$ cat config.mk
export PLATFORM = sky130hd
export DESIGN_NAME = dfah_alarm_handler
export DESIGN_NICKNAME = d
export VERILOG_FILES = /design/src/hw/dfah_pkg.sv /design/src/hw/dfah_hold_timer.sv /design/src/hw/dfah_alarm_handler.sv
export SDC_FILE = /design/constraint.sdc
export NUM_CORES = 1
export LEC_CHECK = 0
export BUFFER_PORTS_ARGS = -buffer_cell sky130_fd_sc_hd__buf_2
export CAP_MARGIN = 30
export CELL_PAD_IN_SITES_DETAIL_PLACEMENT = 2
export CELL_PAD_IN_SITES_GLOBAL_PLACEMENT = 2
export CORE_MARGIN = 5
export CORE_UTILIZATION = 32
export DETAILED_ROUTE_END_ITERATION = 10
export GPL_ROUTABILITY_DRIVEN = 0
export HOLD_SLACK_MARGIN = 0.06
export PLACE_DENSITY = 0.77
export SETUP_SLACK_MARGIN = 0.02
export SYNTH_ARGS = -nofsm -noshare
export SYNTH_HDL_FRONTEND = slang
export SYNTH_SLANG_ARGS = --single-unit
$ cat constraint.sdc
create_clock -name mclk -period 4.9 [get_ports mclk]
set_input_delay 0.245 -clock mclk [delete_from_list [all_inputs] [get_ports mclk]]
set_output_delay 0.245 -clock mclk [all_outputs]
set_load 0.03 [all_outputs]
$ cat src/hw/dfah_pkg.sv
// Package for the drive fault alarm handler: error table, timing, carriers.
// Assumes a single 100 MHz clock and synchronous active-low reset.
package dfah_pkg;

  // Clock and times in their own units
  localparam int unsigned DFAH_CLK_HZ      = 100_000_000;
  localparam int unsigned DFAH_CLR_TIME_MS = 120;
  localparam int unsigned DFAH_OL_HOLD_S   = 10;
  localparam int unsigned DFAH_CLR_CYC     = DFAH_CLR_TIME_MS * (DFAH_CLK_HZ / 1000);
  localparam int unsigned DFAH_OL_HOLD_CYC = DFAH_OL_HOLD_S * DFAH_CLK_HZ;
  localparam int unsigned DFAH_CNT_W       = 30;

  // Detector count, history depth, overload accumulator width
  localparam int unsigned DFAH_NUM_DET = 17;
  localparam int unsigned DFAH_IDX_W   = 5;
  localparam int unsigned DFAH_HIST_N  = 8;
  localparam int unsigned DFAH_HPTR_W  = 3;
  localparam int unsigned DFAH_OL_W    = 16;

  // Named detector positions used by the logic
  localparam logic [DFAH_IDX_W-1:0] DFAH_IDX_OVERLOAD = 5'h07;
  localparam logic [DFAH_IDX_W-1:0] DFAH_IDX_REGEN_TR = 5'h09;
  localparam logic [DFAH_IDX_W-1:0] DFAH_IDX_OVERTRAV = 5'h0a;
  localparam logic [DFAH_IDX_W-1:0] DFAH_IDX_AIN1     = 5'h0b;
  localparam logic [DFAH_IDX_W-1:0] DFAH_IDX_ABS_DOWN = 5'h0e;

  // Display code as shown on the panel
  typedef struct packed {
    logic [7:0] main_code;
    logic [3:0] sub_code;
  } dfah_code_s;

  // One table entry: code plus attributes
  typedef struct packed {
    dfah_code_s code;
    logic       hist;
    logic       clearable;
    logic       istop;
  } dfah_err_s;

  localparam dfah_code_s DFAH_CODE_NONE = '{main_code: 8'h00, sub_code: 4'h0};

  // Codes are decimal main numbers; bit order is detector index
  localparam dfah_err_s DFAH_ERR_TAB [DFAH_NUM_DET] = '{
    '{'{8'd11, 4'd0}, 1'b0, 1'b0, 1'b0},  // Control supply undervoltage
    '{'{8'd12, 4'd0}, 1'b1, 1'b1, 1'b0},  // Overvoltage
    '{'{8'd13, 4'd0}, 1'b0, 1'b0, 1'b0},  // Main supply undervoltage
    '{'{8'd13, 4'd1}, 1'b0, 1'b1, 1'b0},  // AC interruption
    '{'{8'd14, 4'd0}, 1'b1, 1'b0, 1'b0},  // Overcurrent
    '{'{8'd14, 4'd1}, 1'b1, 1'b0, 1'b0},  // Power module error
    '{'{8'd15, 4'd0}, 1'b1, 1'b0, 1'b1},  // Overheat
    '{'{8'd16, 4'd0}, 1'b1, 1'b1, 1'b0},  // Overload
    '{'{8'd18, 4'd0}, 1'b1, 1'b0, 1'b1},  // Regeneration load
    '{'{8'd18, 4'd1}, 1'b1, 1'b0, 1'b0},  // Regeneration transistor
    '{'{8'd38, 4'd0}, 1'b0, 1'b1, 1'b0},  // Overtravel inhibit
    '{'{8'd39, 4'd0}, 1'b1, 1'b1, 1'b1},  // Analog input 1 excess
    '{'{8'd39, 4'd1}, 1'b1, 1'b1, 1'b1},  // Analog input 2 excess
    '{'{8'd39, 4'd2}, 1'b1, 1'b1, 1'b1},  // Analog input 3 excess
    '{'{8'd40, 4'd0}, 1'b1, 1'b1, 1'b0},  // Absolute system down
    '{'{8'd41, 4'd0}, 1'b1, 1'b0, 1'b0},  // Absolute counter overflow
    '{'{8'd42, 4'd0}, 1'b1, 1'b1, 1'b0}   // Absolute overspeed
  };

  // Alarm sequence choice
  typedef enum logic [0:0] {
    DFAH_SEQ_FREE  = 1'b0,
    DFAH_SEQ_QSTOP = 1'b1
  } dfah_seq_e;

endpackage

$ cat src/hw/dfah_hold_timer.sv
// Continuous-level qualifier: counts cycles while a level stays high.
// Assumes the level is synchronous to mclk.
`timescale 1ns/1ps

module dfah_hold_timer #(
  parameter int unsigned CW  = 30,
  parameter int unsigned THR = 1
) (
  input  wire logic mclk,
  input  wire logic rst_n,
  input  wire logic lvl,
  output logic      reached,
  output logic      reached_pulse
);

  localparam logic [CW-1:0] THR_C = CW'(THR);

  logic [CW-1:0] cnt_ff;
  logic          reached_d_ff;

  ////////////////////////////////////////////////////////////////////////
  // Restart on any drop, saturate at threshold so it never wraps
  always_ff @(posedge mclk) begin
    if (!rst_n) begin
      cnt_ff <= '0;
    end else if (!lvl) begin
      cnt_ff <= '0;
    end else if (cnt_ff != THR_C) begin
      cnt_ff <= cnt_ff + 1'b1;
    end
  end

  // Previous reached level for the one-shot
  always_ff @(posedge mclk) begin
    if (!rst_n) begin
      reached_d_ff <= 1'b0;
    end else begin
      reached_d_ff <= reached;
    end
  end

  assign reached       = (cnt_ff == THR_C);
  assign reached_pulse = reached && !reached_d_ff; // One pulse per hold

endmodule // dfah_hold_timer

$ cat src/hw/dfah_alarm_handler.sv
// Drive fault supervision: latches errors, stops the motor, opens alarm,
// shows codes, logs history and clears on timed or panel/link command.
// Assumes detector trips and commands are synchronous to mclk.
//
// Operation
// RULE1 - Any trip stops motor, opens alarm output
// RULE2 - Active error code shown on panel display
// RULE3 - Power stage enable refused during error
// RULE4 - Clear input must hold 120 ms first
// RULE5 - Overload clears only 10 s after occurrence; an overload re-latched in its own clearing cycle gets no new hold-off
// RULE6 - Overload accumulator survives clears, reset only
// RULE7 - Panel keys or setup link also clear
// RULE8 - Controller clears only when stopped and safe
// RULE9 - Regen transistor fault is code 18-1
// RULE10 - Overtravel fault is 38-0, clearable
// RULE11 - Analog excess 39-0..2, logged, clearable, stopping
// RULE12 - Absolute encoder faults are 40, 41, 42
// RULE13 - Errors with history attribute get logged
// RULE14 - Immediate stop errors trigger controlled stop
// RULE15 - Clear hold counted, restarting on any drop
`timescale 1ns/1ps

module dfah_alarm_handler
  import dfah_pkg::*;
#(
  parameter int unsigned CLR_CYC     = DFAH_CLR_CYC,
  parameter int unsigned OL_HOLD_CYC = DFAH_OL_HOLD_CYC
) (
  input  wire logic                    mclk,
  input  wire logic                    rst_n,
  input  wire logic [DFAH_NUM_DET-1:0] det_trip,
  input  wire logic                    fault_clear_input,
  input  wire logic                    panel_clear,
  input  wire logic                    link_clear,
  input  wire logic                    servo_on_req,
  input  wire dfah_seq_e               alarm_seq,
  input  wire logic                    ol_heat_inc,
  input  wire logic                    ol_cool_dec,
  input  wire logic [DFAH_HPTR_W-1:0]  hist_sel,
  output logic                         fault_alarm_output,
  output logic                         motor_stop_ff,
  output logic                         qstop_ff,
  output logic                         pwr_stage_en_ff,
  output logic                         err_active_ff,
  output dfah_code_s                   disp_code_ff,
  output dfah_code_s                   hist_rd_ff,
  output logic [DFAH_HPTR_W:0]         hist_cnt_ff,
  output logic [DFAH_OL_W-1:0]         ol_accum_ff
);

  ////////////////////////////////////////////////////////////////////////
  // Declarations
  logic [DFAH_IDX_W-1:0]  err_idx_ff;
  logic [DFAH_IDX_W-1:0]  nxt_idx;
  logic                   any_trip;
  logic                   latch_go;
  logic                   clr_go;
  logic                   cur_clearable;
  logic                   cur_overload;
  logic                   clr_in_pulse;
  logic                   ol_hold_done;
  dfah_err_s              nxt_ent;
  dfah_code_s             hist_mem [DFAH_HIST_N];
  logic [DFAH_HPTR_W-1:0] hist_wp_ff;

  ////////////////////////////////////////////////////////////////////////
  // Priority pick: lowest index wins when several trip together
  always_comb begin
    nxt_idx = '0;
    for (int i = DFAH_NUM_DET - 1; i >= 0; i--) begin
      if (det_trip[i]) begin
        nxt_idx = DFAH_IDX_W'(i);
      end
    end
  end

  assign any_trip      = |det_trip;
  assign nxt_ent       = DFAH_ERR_TAB[nxt_idx];
  assign cur_clearable = DFAH_ERR_TAB[err_idx_ff].clearable;
  assign cur_overload  = (err_idx_ff == DFAH_IDX_OVERLOAD);

  ////////////////////////////////////////////////////////////////////////
  // Clear input must stay high for the full hold, restarting on a drop
  dfah_hold_timer #(
    .CW  (DFAH_CNT_W),
    .THR (CLR_CYC)
  ) u_clr_timer (
    .mclk          (mclk),
    .rst_n         (rst_n),
    .lvl           (fault_clear_input), // RULE15
    .reached       (),
    .reached_pulse (clr_in_pulse)      // RULE4
  );

  // Overload hold-off runs while the overload error stands, so a re-latch in its own clearing cycle does not restart it
  dfah_hold_timer #(
    .CW  (DFAH_CNT_W),
    .THR (OL_HOLD_CYC)
  ) u_ol_timer (
    .mclk          (mclk),
    .rst_n         (rst_n),
    .lvl           (err_active_ff && cur_overload),
    .reached       (ol_hold_done),
    .reached_pulse ()
  );

  // Timed input or panel/link; non-clearable codes need a power cycle
  always_comb begin
    clr_go = err_active_ff && cur_clearable &&
             (clr_in_pulse || panel_clear || link_clear); // RULE7
    if (cur_overload && !ol_hold_done) begin
      clr_go = 1'b0; // RULE5
    end
  end

  // A trip in the clearing cycle re-latches: set wins over clear
  assign latch_go = any_trip && (!err_active_ff || clr_go);

  ////////////////////////////////////////////////////////////////////////
  // Error state and index
  always_ff @(posedge mclk) begin
    if (!rst_n) begin
      err_active_ff <= 1'b0;
      err_idx_ff    <= '0;
    end else if (latch_go) begin
      err_active_ff <= 1'b1; // RULE1
      err_idx_ff    <= nxt_idx;
    end else if (clr_go) begin
      err_active_ff <= 1'b0;
    end
  end

  // Alarm opens (low) while an error stands or a trip is arriving
  assign fault_alarm_output = !(err_active_ff || any_trip); // RULE1

  // Motor stop and controlled stop per alarm sequence setting
  always_ff @(posedge mclk) begin
    if (!rst_n) begin
      motor_stop_ff <= 1'b0;
      qstop_ff      <= 1'b0;
    end else if (latch_go) begin
      motor_stop_ff <= 1'b1; // RULE1
      qstop_ff      <= nxt_ent.istop && (alarm_seq == DFAH_SEQ_QSTOP); // RULE14
    end else if (clr_go) begin
      motor_stop_ff <= 1'b0;
      qstop_ff      <= 1'b0;
    end
  end

  // Display follows the latched code; blank when healthy
  always_ff @(posedge mclk) begin
    if (!rst_n) begin
      disp_code_ff <= DFAH_CODE_NONE;
    end else if (latch_go) begin
      disp_code_ff <= nxt_ent.code; // RULE2 RULE9 RULE10 RULE11 RULE12
    end else if (clr_go) begin
      disp_code_ff <= DFAH_CODE_NONE;
    end
  end

  // Power stage enable refused while any error is pending
  always_ff @(posedge mclk) begin
    if (!rst_n) begin
      pwr_stage_en_ff <= 1'b0;
    end else begin
      pwr_stage_en_ff <= servo_on_req && !any_trip &&
                         !(err_active_ff && !clr_go); // RULE3
    end
  end

  ////////////////////////////////////////////////////////////////////////
  // History log; ring of latest entries, kept until power-down
  always_ff @(posedge mclk) begin
    if (latch_go && nxt_ent.hist) begin
      hist_mem[hist_wp_ff] <= nxt_ent.code; // RULE13
    end
  end

  always_ff @(posedge mclk) begin
    if (!rst_n) begin
      hist_wp_ff  <= '0;
      hist_cnt_ff <= '0;
    end else if (latch_go && nxt_ent.hist) begin
      hist_wp_ff <= hist_wp_ff + 1'b1; // RULE13
      if (hist_cnt_ff != (DFAH_HPTR_W+1)'(DFAH_HIST_N)) begin
        hist_cnt_ff <= hist_cnt_ff + 1'b1;
      end
    end
  end

  // Readout: 0 is the newest; empty slots read as no code
  always_ff @(posedge mclk) begin
    if (!rst_n) begin
      hist_rd_ff <= DFAH_CODE_NONE;
    end else if ({1'b0, hist_sel} < hist_cnt_ff) begin
      hist_rd_ff <= hist_mem[hist_wp_ff - hist_sel - 1'b1];
    end else begin
      hist_rd_ff <= DFAH_CODE_NONE;
    end
  end

  ////////////////////////////////////////////////////////////////////////
  // Overload characteristic; clears only with control power
  always_ff @(posedge mclk) begin
    if (!rst_n) begin
      ol_accum_ff <= '0; // RULE6
    end else if (ol_heat_inc && !ol_cool_dec && (ol_accum_ff != '1)) begin
      ol_accum_ff <= ol_accum_ff + 1'b1;
    end else if (ol_cool_dec && !ol_heat_inc && (ol_accum_ff != '0)) begin
      ol_accum_ff <= ol_accum_ff - 1'b1;
    end
  end

  ////////////////////////////////////////////////////////////////////////
  // Checks; helper counts consecutive clear-input cycles
  logic [DFAH_CNT_W-1:0] chk_hi_cnt_ff;

  always_ff @(posedge mclk) begin
    if (!rst_n || !fault_clear_input) begin
      chk_hi_cnt_ff <= '0;
    end else if (chk_hi_cnt_ff != '1) begin
      chk_hi_cnt_ff <= chk_hi_cnt_ff + 1'b1;
    end
  end
endmodule // dfah_alarm_handler

# Word level (Yosys, flattened, before mapping)
# Memories as Yosys holds them, arrays and structs flattened. A register that Yosys moved wholly into a read port is not among the register bits.
# Index checks and enable logic that the tools add are counted.
[word_totals]
mem_count = 3
ram_bits = 96
output_inout_bits = 49
register_bits = 104
elab_cells = 103
mem_bits_ro = 960
inputBits = 29
[mem_list]
columns = ["name", "depth", "width", "rd", "rd_clocked_by_memory_dff", "wr", "line", "text"]
rows = [
  ["(name not given)", 32, 15, 1, 0, 0, "dfah_alarm_handler.sv:79", "assign cur_clearable = DFAH_ERR_TAB[err_idx_ff].clearable;"],
  ["(name not given)", 32, 15, 1, 0, 0, "dfah_alarm_handler.sv:78", "assign nxt_ent = DFAH_ERR_TAB[nxt_idx];"],
  ["hist_mem", 8, 12, 1, 1, 1, "dfah_alarm_handler.sv:63", "dfah_code_s hist_mem [DFAH_HIST_N];"],
]
[classes]
magnitude_cmp = 3
reduce_logical = 37
eq_ne = 7
add_sub_neg = 8
muxes = 31
bitwise = 2
[ops]
columns = ["operator", "n"]
rows = [
  ["$mux 5", 17],
  ["$add 30x1->30 const B", 2],
  ["$mux 16", 2],
  ["$eq 30x24->1 const B", 1],
  ["$eq 30x30->1 const B", 1],
  ["$mux 15", 2],
  ["$ne 30x24->1 const B", 1],
  ["$ne 30x30->1 const B", 1],
  ["$mux 12", 2],
  ["$reduce_or 17->1", 1],
  ["$add 16x1->16 const B", 1],
  ["$ne 16x16->1 const B", 1],
  ["$reduce_bool 16->1", 1],
  ["$sub 16x1->16 const B", 1],
  ["$logic_and 1x1->1", 15],
  ["$ge 6x6->1 const B", 2],
  ["$not 5->6", 2],
  ["$logic_not 1->1", 10],
  ["$reduce_and 2->1", 4],
  ["$mux 1", 6],
  ["$eq 5x3->1 const B", 1],
  ["$add 4x1->4 const B", 1],
  ["$logic_or 1x1->1", 4],
  ["$lt 3x4->1", 1],
  ["other kinds (6)", 8],
]

# Logic depth before layout (Yosys ltp)
[logic_depth]
ltp_word = 24
ltp_mapped = 12
mapped_depth_nobuf = 11

# Hierarchy
# From an unflattened synthesis, not the netlist that was laid out.
[unflattened]
hier_cells = 874
hier_area_um2 = 8866.0
[by_module_without_submodules]
columns = ["mod", "area_each_um2", "instances", "seq_area_each_um2", "cells_per_inst"]
rows = [
  ["dfah_alarm_handler", 5726.7, 1, 2862.7, 507],
  ["dfah_hold_timer at u_clr_timer", 1667.8, 1, 620.6, 197],
  ["dfah_hold_timer at u_ol_timer", 1471.4, 1, 620.6, 170],
]

# Worst setup path before layout
# Ideal clock, no wire load.
[synth_timing]
path_kind = "register to register"
startpoint = "register ol_accum_ff[0]"
endpoint = "register ol_accum_ff[14]"
path_buffers = 0
setup_ps = 138
setup_slack_ps = 50
path_stages_with_launch = 12
arrival_ps = 4713
required_ps = 4762
cell_sequence = "dfxtp_1 -> nand4_1 -> o41ai_1 -> ha_1 -> a21o_1 -> a21o_1 -> a2111oi_2 -> o31ai_1 -> a2111oi_2 -> o311ai_1 -> nand4b_1 -> o221ai_1"
[synth_via]
elab_chain_cells = 3
[synth_lines]
columns = ["item", "line", "text"]
rows = [
  ["start, declared", "dfah_alarm_handler.sv:48", "output logic [DFAH_OL_W-1:0] ol_accum_ff"],
  ["start signal, assigned", "dfah_alarm_handler.sv:208", "ol_accum_ff <= ol_accum_ff + 1'b1;"],
  ["start signal, assigned", "dfah_alarm_handler.sv:210", "ol_accum_ff <= ol_accum_ff - 1'b1;"],
  ["$sub 16x1->16, or another cell as far along", "dfah_alarm_handler.sv:210", ""],
  ["$mux 16, or another cell as far along", "dfah_alarm_handler.sv:209", "end else if (ol_cool_dec && !ol_heat_inc && (ol_accum_ff != '0)) begin"],
  ["$mux 16 or $reduce_bool 2->1 (tied branches)", "n/a", ""],
]
# Parallel ways exist; a longest one is shown, timed or not. The select of a mux whose other input is x is not followed.
# A chain may end at the register's enable or synchronous reset.

# Final worst setup path
[layout_timing]
startpoint = "register ol_accum_ff[0]"
endpoint = "register ol_accum_ff[15]"
# Same word-level chain as after synthesis.

==> reports/qor.csv <==
stage,metric,value,unit
yosys,synth-seq-area-share,49.1,%
clock_network,cts_tree,yes,
sta,worst_pin_slew,1030,ps
clock_network,cts_hold_buf,0,
final_layout,nFillCells,2832,
route,drt_iter0_drc,254,
route,drc,0,
grt,grt_pass1_wl,37300,um
power,p_leak,3.55,nW
clock_network,cts_setup_buffers,0,
yosys,postSynth.asyncResetShare,0,%
route,routed_wl,23000,um
power,intPower,2.59,mW
die,die_w,171,um
grt,grt_pass1_vias,6864,
die,die_h,171,um
yosys,synth_common_cells,"108 x dfxtp_1, 98 x nor2_1, 68 x nand2_1",
sta,fin_tns_setup,0,ps
yosys,syn_area,0.00832,mm^2
placement,dp_hpwl,16600,um
power,seqPwrFrac,41.9,%
yosys,ys_warn_count,0,
yosys,ys_types,70,
grt,antenna_found_initial,0,
sta,hold_viol,0,
sta,drv_slew,0,
yosys,yosys-top-cells-area,"dfxtp_1 26%, edfxtp_1 23%, nor2_1 4.4%",
run,maxCapViolCount,0,
yosys,synth_most_common_cell,dfxtp_1,
sta,layout_min_cycle_time,3760,ps
route,wl_per_cell,18.8,um
yosys,synth_cells,806,
yosys,synth_top_family_by_area,simple AND/OR/NAND/NOR gates,
die,initial_core_util,32.2,%
worst_setup_path,worstSetupPathType,reg -> reg,
route,dr.pass1.iters,4,
yosys,syn_avg_cell_area,10.3,um^2
yosys,yosys.area_share.xor_xnor,6.52,%
worst_setup_path,end_kind,flop,
power,pwr-share-comb,19.7,%
placement,dpl.cell_count,1194,
clock_network,cts-root-buf,clkbuf_16,
die,dieArea,0.0293,mm^2
yosys,synth_edf_count,64,
hold_path,hold_path_class,in -> reg,
grt,grt_max_degree,31,
sta,fmaxAchievable,266,MHz
yosys,synth-compound-area-share,9.47,%
final_layout,antennaDiodeCount,0,
hold_path,min_path_cells,3,
sta,clock_skew,26.0,ps
yosys,synthSimpleGateAreaFrac,19.6,%
clock_network,cts_buffers,17,
final_layout,syn2layout_area_growth,16.5,%
worst_setup_path,required,5270,ps
power,powerDensity,393,mW/mm^2
worst_setup_path,start_kind,flop,
die,io_pins,78,
power,power_switching,1.22,mW
clock_network,cts_buffer_depth,2,
power,clockPowerShare,38.4,%
yosys,synth_top_area_share,26.0,%
route,routed_via_density,5.14,
yosys,synth_fa_ha_area_share,4.84,%
grt,grt_overflow,0,
clock_network,insertion_delay,450,ps
worst_setup_path,cp.arrival,4130,ps
yosys,synth-seq-cells,172,
clock_network,cts_sinks,172,
power,sw_frac_of_total,32.1,%
power,vdd_drop_max,0.000165,V
final_layout,drive_above_1_share,15.7,%
die,core,0.0258,mm^2
clock_network,post_cts_resized,0,
sta,slew_headroom,31.2,%
final_layout,finalNetCount,938,
yosys,ys.flop_type,dfxtp_1,
clock_network,clkTransAtPathRegs,80,ps
route,ant_nets,0,
yosys,yosys.area.top_type,dfxtp_1,
worst_setup_path,crit_fanout,16,
grt,grt_use_total,16.1,%
sta,setup_violations,0,
yosys,synthMuxAreaShare,7.21,%
clock_network,htree_num_levels,4,
sta,period_share,76.7,%
worst_setup_path,ff2ff_path_depth,12,
die,rows,59,
final_layout,final_cells,1226,
route,num_vias,6303,
placement,io_buffers,69,
sta,rsz0062_at_grt,no,
run_status,status,"finished, final reports clean",
==> through the flow <==
stage / utilization, % / setup WS [ps] / hold WS, ps / power, mW / area, um^2
6_report: 37.5 / 1140 / 112 / 3.81 / 9700
5_1_grt: 37.5 / 838 / 100 / 3.99 / 9700
4_1_cts: 37.5 / 1140 / 92.0 / 3.85 / 9700
3_5_place_dp: 35.1 / 1120 / 456 / 2.38 / 9070
3_3_place_gp: 34.9 / 1280 / 438 / 2.35 / 9010
2_1_floorplan: - / 49.6 / 411 / 2.17 / 8350
==> per-layer routing <==
layer | track usage [%] | vias to the layer above | routed length [um]
met2 | 29.3 | 81 | 12000
li1 | - | 3045 | -
met5 | 0 | - | 0
met4 | 4.00 | 0 | 215
met3 | 2.48 | 16 | 593
met1 | 19.9 | 3161 | 10300
==> critical path, cell delays in order (launching register included) <==
cell and delay, ps:
dfxtp_1 490, nand4_1 150, o41ai_2 410, buf_4 300, ha_1 280, a211oi_1 320, o21a_1 200, o31ai_1 120
o31ai_1 560, o2111ai_1 210, a21oi_1 220, mux2i_1 240, mux2i_1 190
==> state kept, by name (all words and copies together) (netlist names), 3 cells and up <==
signal / count
err_idx_ff: 5
u_clr_timer.cnt_ff: 30
hist_mem: 64
u_ol_timer.cnt_ff: 30
ol_accum_ff: 16
hist_wp_ff: 3
hist_cnt_ff: 4
disp_code_ff: 8
hist_rd_ff: 8
==> area by class of cell <==
type                       count  area (um^2)  share of cell area (%)
tap                          335          419                    4.32
multi-input combinational    581         4010                    41.3
inverter                      28          105                    1.08
clock buffer                  17          425                    4.38
clock inverter                15          209                    2.15
timing repair buffer          78          453                    4.67
sequential                   172         4080                    42.1
==> final timing paths <==
kind,startpoint,endpoint,slack [ps]
worst min-delay path,alarm_seq,qstop_ff,110
worst max register to register,ol_accum_ff[0],ol_accum_ff[15],1140
worst max-delay path,ol_accum_ff[0],ol_accum_ff[15],1140
worst min register to register,qstop_ff,qstop_ff,470
==> placed cells by master, fill, tap and decap left out, types with 13 or more instances in the layout <==
master / count
nand4_1: 19
nand3_1: 30
mux2i_1: 24
o21ai_0: 15
nor2_1: 98
nor3_1: 13
edfxtp_1: 64
mux4_2: 16
dfxtp_1: 108
ha_1: 29
buf_2: 69
and3_1: 17
xor2_1: 34
clkbuf_16: 17
nor4_1: 14
a21oi_1: 41
xnor2_1: 28
nand2_1: 68
inv_1: 27
==> cell families after synthesis <==
group / count (synthesis)
AND/OR/NAND/NOR: 322
flip-flops: 172
AO/OA/AOI/OAI: 118
XOR/XNOR: 62
buffers and inverters: 60
multiplexers: 40
adder cells (fa/ha/maj): 31
other: 1
==> power by group through the flow <==
stage | clock network (mW) | registers, mW | logic (mW)
after global routing | 1.57 | 1.60 | 0.823
after floorplan | 0 | 1.70 | 0.469
final | 1.46 | 1.59 | 0.752
after CTS | 1.50 | 1.60 | 0.761
after global placement | 0 | 1.62 | 0.729
after detailed placement | 0 | 1.63 | 0.756
Power figures use the tool's default switching activity.
